$ cat config.mk
export PLATFORM = sky130hd
export DESIGN_NAME = lpsr_slave
export DESIGN_NICKNAME = d
export VERILOG_FILES = /design/src/rtl/lpsr_pkg.sv /design/src/rtl/lpsr_shift.sv /design/src/rtl/lpsr_slave.sv
export VERILOG_INCLUDE_DIRS = /design/src /design/src/rtl
export SDC_FILE = /design/constraint.sdc
export NUM_CORES = 1
export LEC_CHECK = 0
export ABC_AREA = 1
export ABC_CLOCK_PERIOD_IN_PS = 2100
export BUFFER_PORTS_ARGS = -buffer_cell sky130_fd_sc_hd__buf_4
export CAP_MARGIN = 25
export CORE_UTILIZATION = 25
export DETAILED_ROUTE_END_ITERATION = 8
export PLACE_DENSITY = 0.43
export SETUP_SLACK_MARGIN = 0.05
export SYNTH_ARGS = -nofsm -noshare
export SYNTH_HDL_FRONTEND = slang
export SYNTH_SLANG_ARGS = --single-unit
$ cat constraint.sdc
create_clock -name CORE_CLK_I -period 2.1 [get_ports CORE_CLK_I]
set_clock_uncertainty 0.05 [all_clocks]
set_input_delay 0.42 -clock CORE_CLK_I [delete_from_list [all_inputs] [get_ports CORE_CLK_I]]
set_output_delay 0.42 -clock CORE_CLK_I [all_outputs]
set_load 0.01 [all_outputs]
$ cat src/rtl/lpsr_regs.svh
`ifndef LPSR_REGS_SVH
`define LPSR_REGS_SVH
// width of one transfer in bits
`define LPSR_WORD_BITS 8
// bit counter reset and last values
`define LPSR_CNT_ZERO 3'h0
`define LPSR_CNT_LAST 3'h7
// expected word, arbitrary default
`define LPSR_EXPECT_DEF 8'hA5
// ready indicator levels
`define LPSR_READY_LVL 1'h0
`define LPSR_BUSY_LVL 1'h1
`endif

$ cat src/rtl/lpsr_pkg.sv
package lpsr_pkg;
  // power states, gray coded along run, stop, snooze, wake
  typedef enum logic [1:0] {
    LPSR_RUN = 2'h0,
    LPSR_STOP = 2'h1,
    LPSR_SNOOZE = 2'h3,
    LPSR_WAKE = 2'h2
  } lpsr_state_t;
  // a finished word from the shifter
  typedef struct packed {
    logic done;
    logic [7:0] data;
  } lpsr_word_t;
endpackage : lpsr_pkg

$ cat src/rtl/lpsr_shift.sv
`timescale 1ns/1ps
`include "lpsr_regs.svh"
module lpsr_shift
  import lpsr_pkg::*;
(
  input wire logic clk_i,
  input wire logic rst_n_i,
  input wire logic en_i,
  input wire logic sclk_rise_i,
  input wire logic sdat_i,
  output lpsr_word_t word_o
);
  logic [2:0] cnt_ff;
  logic [7:0] sh_ff;
  logic done_ff;
  wire [7:0] nxt_sh = {sh_ff[6:0], sdat_i};
  wire last_bit = (cnt_ff == `LPSR_CNT_LAST);
  wire take = en_i & sclk_rise_i;
  // msb first, one bit per rising edge of the shift clock
  always_ff @(posedge clk_i) begin
    if (!rst_n_i || !en_i) begin
      cnt_ff <= `LPSR_CNT_ZERO;
      done_ff <= 1'h0;
    end else begin
      done_ff <= take & last_bit;
      if (take) begin
        cnt_ff <= cnt_ff + 3'h1;
        sh_ff <= nxt_sh;
      end
    end
  end
  assign word_o = '{done: done_ff, data: sh_ff};
endmodule : lpsr_shift

$ cat src/rtl/lpsr_slave.sv
`timescale 1ns/1ps
`include "lpsr_regs.svh"
// Functional notes
// - ready output low ready, high busy
// - sleep receive enable needs fast oscillator clock
// - falling clock in stop enters snooze
// - configure and arm, then ready low
// - shift clock taken from external pin
// - compare word with expected, drive match
// - receive end wakes cpu back to run
// - eight bits, msb first, phase type 1
// - after word read, drive ready high
module lpsr_slave
  import lpsr_pkg::*;
#(
  parameter logic [7:0] EXPECT = `LPSR_EXPECT_DEF
) (
  input wire logic CORE_CLK_I,
  input wire logic RST_N_I,
  input wire logic FAST_OSC_SEL_I,
  input wire logic SLEEP_RX_EN_I,
  input wire logic STOP_REQ_I,
  input wire logic WORD_READ_I,
  input wire logic SLAVE_CLOCK_IN_I,
  input wire logic SLAVE_DATA_IN_I,
  output logic BUSY_O,
  output logic MATCH_O,
  output logic RECEIVE_END_IRQ_O,
  output logic CPU_HALT_O,
  output logic [7:0] RX_DATA_O
);
  logic [1:0] clk_sync_ff;
  logic [1:0] dat_sync_ff;
  logic clk_old_ff;
  lpsr_state_t state_ff;
  lpsr_state_t nxt_state;
  logic busy_ff;
  logic match_ff;
  logic irq_ff;
  logic halt_ff;
  logic [7:0] data_ff;
  lpsr_word_t word;

  // pins pass two flops; clock edges found from the second stage only
  always_ff @(posedge CORE_CLK_I) begin
    if (!RST_N_I) begin
      clk_sync_ff <= 2'h3;
      dat_sync_ff <= 2'h0;
      clk_old_ff <= 1'h1;
    end else begin
      clk_sync_ff <= {clk_sync_ff[0], SLAVE_CLOCK_IN_I};
      dat_sync_ff <= {dat_sync_ff[0], SLAVE_DATA_IN_I};
      clk_old_ff <= clk_sync_ff[1];
    end
  end

  wire sclk_fall = clk_old_ff & ~clk_sync_ff[1];
  wire sclk_rise = ~clk_old_ff & clk_sync_ff[1];
  // arming without the fast oscillator is simply ignored
  wire armed = SLEEP_RX_EN_I & FAST_OSC_SEL_I;
  wire rx_en = (state_ff == LPSR_STOP) | (state_ff == LPSR_SNOOZE);

  // type 1 phase: data driven on falling edge, sampled on rising
  lpsr_shift u_shift (
    .clk_i(CORE_CLK_I),
    .rst_n_i(RST_N_I),
    .en_i(rx_en),
    .sclk_rise_i(sclk_rise),
    .sdat_i(dat_sync_ff[1]),
    .word_o(word)
  );

  // power state sequence
  always_comb begin
    nxt_state = state_ff;
    unique case (state_ff)
      LPSR_RUN: if (STOP_REQ_I && armed) nxt_state = LPSR_STOP;
      LPSR_STOP: begin
        if (!armed) nxt_state = LPSR_RUN;
        else if (sclk_fall) nxt_state = LPSR_SNOOZE;
      end
      LPSR_SNOOZE: if (word.done) nxt_state = LPSR_WAKE;
      LPSR_WAKE: if (WORD_READ_I) nxt_state = LPSR_RUN;
    endcase
  end

  wire go_stop = (state_ff == LPSR_RUN) & (nxt_state == LPSR_STOP);
  wire go_wake = (state_ff == LPSR_SNOOZE) & word.done;
  wire rd_done = (state_ff == LPSR_WAKE) & WORD_READ_I;

  // state and ready indicator; busy from reset so master holds off
  always_ff @(posedge CORE_CLK_I) begin
    if (!RST_N_I) begin
      state_ff <= LPSR_RUN;
      busy_ff <= `LPSR_BUSY_LVL;
      halt_ff <= 1'h0;
    end else begin
      state_ff <= nxt_state;
      if (go_stop) busy_ff <= `LPSR_READY_LVL;
      else if (rd_done) busy_ff <= `LPSR_BUSY_LVL;
      else if (nxt_state == LPSR_RUN) busy_ff <= `LPSR_BUSY_LVL;
      halt_ff <= (nxt_state == LPSR_STOP) | (nxt_state == LPSR_SNOOZE);
    end
  end

  // capture word, compare, pulse receive end
  always_ff @(posedge CORE_CLK_I) begin
    if (!RST_N_I) begin
      data_ff <= 8'h00;
      match_ff <= 1'h0;
      irq_ff <= 1'h0;
    end else begin
      irq_ff <= go_wake;
      if (go_wake) begin
        data_ff <= word.data;
        match_ff <= (word.data == EXPECT);
      end
    end
  end

  assign BUSY_O = busy_ff;
  assign MATCH_O = match_ff;
  assign RECEIVE_END_IRQ_O = irq_ff;
  assign CPU_HALT_O = halt_ff;
  assign RX_DATA_O = data_ff;
endmodule : lpsr_slave

==> qor.yml <==
critPathLaunchType: "flop"
synthToLayoutAreaGrowth_pct: 24.8
post-route-min-period_ns: 1.31
fin_tns_setup_ns: 0
end_kind: "flop"
ir_drop_mv: 0.377
io_buffers: 19
p_leak_nw: 0.629
diodes: 0
fin_crit_sh_pct: 62.4
vias_per_cell: 4.15
seq_area_frac_synth_pct: 59.7
cts_hold_buffers: 0
drive_gt1_share_pct: 25.8
slowest_stage: "dfxtp_1"
postCtsSetupRepairBufs: 0
seqCellArea_sq_um: 701
wire_per_inst_um: 10.3
grt_start_max_net_pins: 19
antenna_found_initial: 0
relSlewSlack_pct: 82.2
finish.net_count: 160
io_pins: 20
crit_family: "flip-flops"
tritoncts: "done"
numClockSinks: 31
worstPathArrival_ns: 1.25
cts_resized: 0
insertion_delay_ns: 0.29
r2r_setup_slack_ns: 0.79
vias: 842
rsz0062_at_grt: "no"
multiInputGateArea_sq_um: 359
path_cells: "inv_2, nor2_4, nand2_4, nor2_1, buf_4"
p_sw_mw: 0.241
ant_nets: 0
layout_common_cells: "dfxtp_1 (23), inv_1 (23), buf_4 (20), nand2_1 (19), a21oi_1 (12)"
die_w_um: 70.5
initial_core_util_pct: 26.4
final_cells: 203
cts_max_path_buffers: 2
pwr-share-comb_pct: 3.2
p_int_mw: 0.896
max_stage_delay_ns: 0.44
syn_inst: 125
synth_area_sq_um: 1170
yosys.cell_types.count: 23
core_sq_um: 4440
status: "finished, violations left"
place.gp.congestion: 0.795
worst_pin_slew_ns: 0.266
grt_pass1_vias: 802
max_freq_mhz: 763
rows: 24
dp_cells: 195
violations: "design-rule violations"
synth_nets: 135
setup_viol: 0
cts-buffers-inserted: 5
grt_overflow: 0
cp.buffers_inverters: 2
grt_pass1_wl_um: 3530
n_fill_cell: 474
dr.pass1.iters: 6
p_seq_share_pct: 54.4
place_hpwl_um: 1500
cts_root_buffer: "clkbuf_8"
drt_iter0_markers: 19
switching_share_pct: 21.2
path_class: "reg2reg"
synth_warnings: 0
htree_levels: 2
avgSynthCellArea_sq_um: 9.39
routed_wl_um: 2090
drv_cap: 0
die_h_um: 70.5
slew_viol_final: 0
cp.required_ns: 2.04
drc: 4
hold_viol: 0
die_area_sq_um: 4970
synth_seq_cells: 31
p_clk_share_pct: 42.4
critPathMaxFanout: 8
hp-class: "in2reg"
grt_util_all_layers_pct: 9.58
clk_pin_slew_worst_paths_ns: 0.06
power.density_nw_per_um2: 776
[synth_stat cells]
master	instances	area share, %
nand3_1	3	1.3
nand2_2	1	0.53
nand2_4	1	0.96
edfxtp_1	8	20
nor3_1	1	0.43
nand3_2	1	0.85
ha_1	2	2.1
nand2_1	19	6.1
nor2_1	10	3.2
nor2_2	1	0.53
inv_1	23	7.4
nand3_4	1	1.5
a21oi_2	2	1.5
clkbuf_1	1	0.32
dfxtp_1	23	39
nor2_4	1	0.96
a21oi_1	12	5.1
clkinv_4	1	0.75
buf_6	1	0.96
or2_2	2	1.1
nand3b_1	1	0.64
inv_2	1	0.32
o21ai_0	9	3.8
[flip-flops by register name, summed over array words and instances (netlist names)]
register and count:
BUSY_O 1, CPU_HALT_O 1, MATCH_O 1, RECEIVE_END_IRQ_O 1
RX_DATA_O 8, clk_old_ff 1, clk_sync_ff 2, dat_sync_ff 2
state_ff 2, u_shift.cnt_ff 3, u_shift.done_ff 1, u_shift.sh_ff 8
[area by class of cell]
class	instances	share of cell area (%)
repair buffers	20	10.2
flip-flops and latches	31	47.8
multi-input cells	67	24.5
clock buffers	7	5.89
clock inverters	1	0.342
well taps	52	4.44
inverters	25	6.75
[cell families (layout without fill, tap and decap cells)]
group | Yosys count | after routing | synth area share [%]
AOI/OAI and AO/OA | 23 | 23 | 10.4
adders and majority gates | 2 | 2 | 2.13
buffers and inverters | 27 | 53 | 9.70
DFF | 31 | 31 | 59.7
and+or+nand+nor | 42 | 42 | 18.0
[worst paths after layout]
kind	from	cells past startpoint	end
hold reg to reg	dat_sync_ff[1]	0	u_shift.sh_ff[0]
setup / recovery	state_ff[0]	5	u_shift.sh_ff[7]
hold / removal	SLAVE_DATA_IN_I	3	dat_sync_ff[0]
setup reg to reg	state_ff[0]	5	u_shift.sh_ff[7]
[power groups by stage]
stage                     Combinational, mW  Sequential (mW)  Clock [mW]
final                                0.0358            0.619       0.482
after global routing                 0.0406            0.619       0.528
after CTS                            0.0366            0.618       0.502
after detailed placement             0.0364            0.632           0
after global placement               0.0365            0.632           0
after floorplan                      0.0189            0.632           0
[metal layers]
metal / vias up / global-route usage (%) / routed length (um)
met5: - / 0 / 0
met4: 0 / 6.12 / 55
met3: 7 / 3.75 / 110
met2: 15 / 14.6 / 934
met1: 380 / 11.3 / 987
li1: 440 / - / -
[worst register-to-register path, stage by stage, from the launching register on]
cell and delay [ns]:
dfxtp_1 0.44, inv_2 0.09, nor2_4 0.11, nand2_4 0.08, nor2_1 0.09, buf_4 0.17
[metrics by stage]
stage          cell area [sq um]  setup slack, ns  power (mW)  util (%)  hold WS (ns)
3_5_place_dp                1370            0.687       0.668      30.9         0.346
6_report                    1470            0.789        1.14      33.0         0.270
5_1_grt                     1470            0.684        1.19      33.0         0.280
2_1_floorplan               1170            0.664       0.650         -         0.336
4_1_cts                     1470            0.769        1.16      33.0         0.267
3_3_place_gp                1370            0.706       0.668      30.9         0.339
Note: power is estimated with default switching activity, not from simulation.
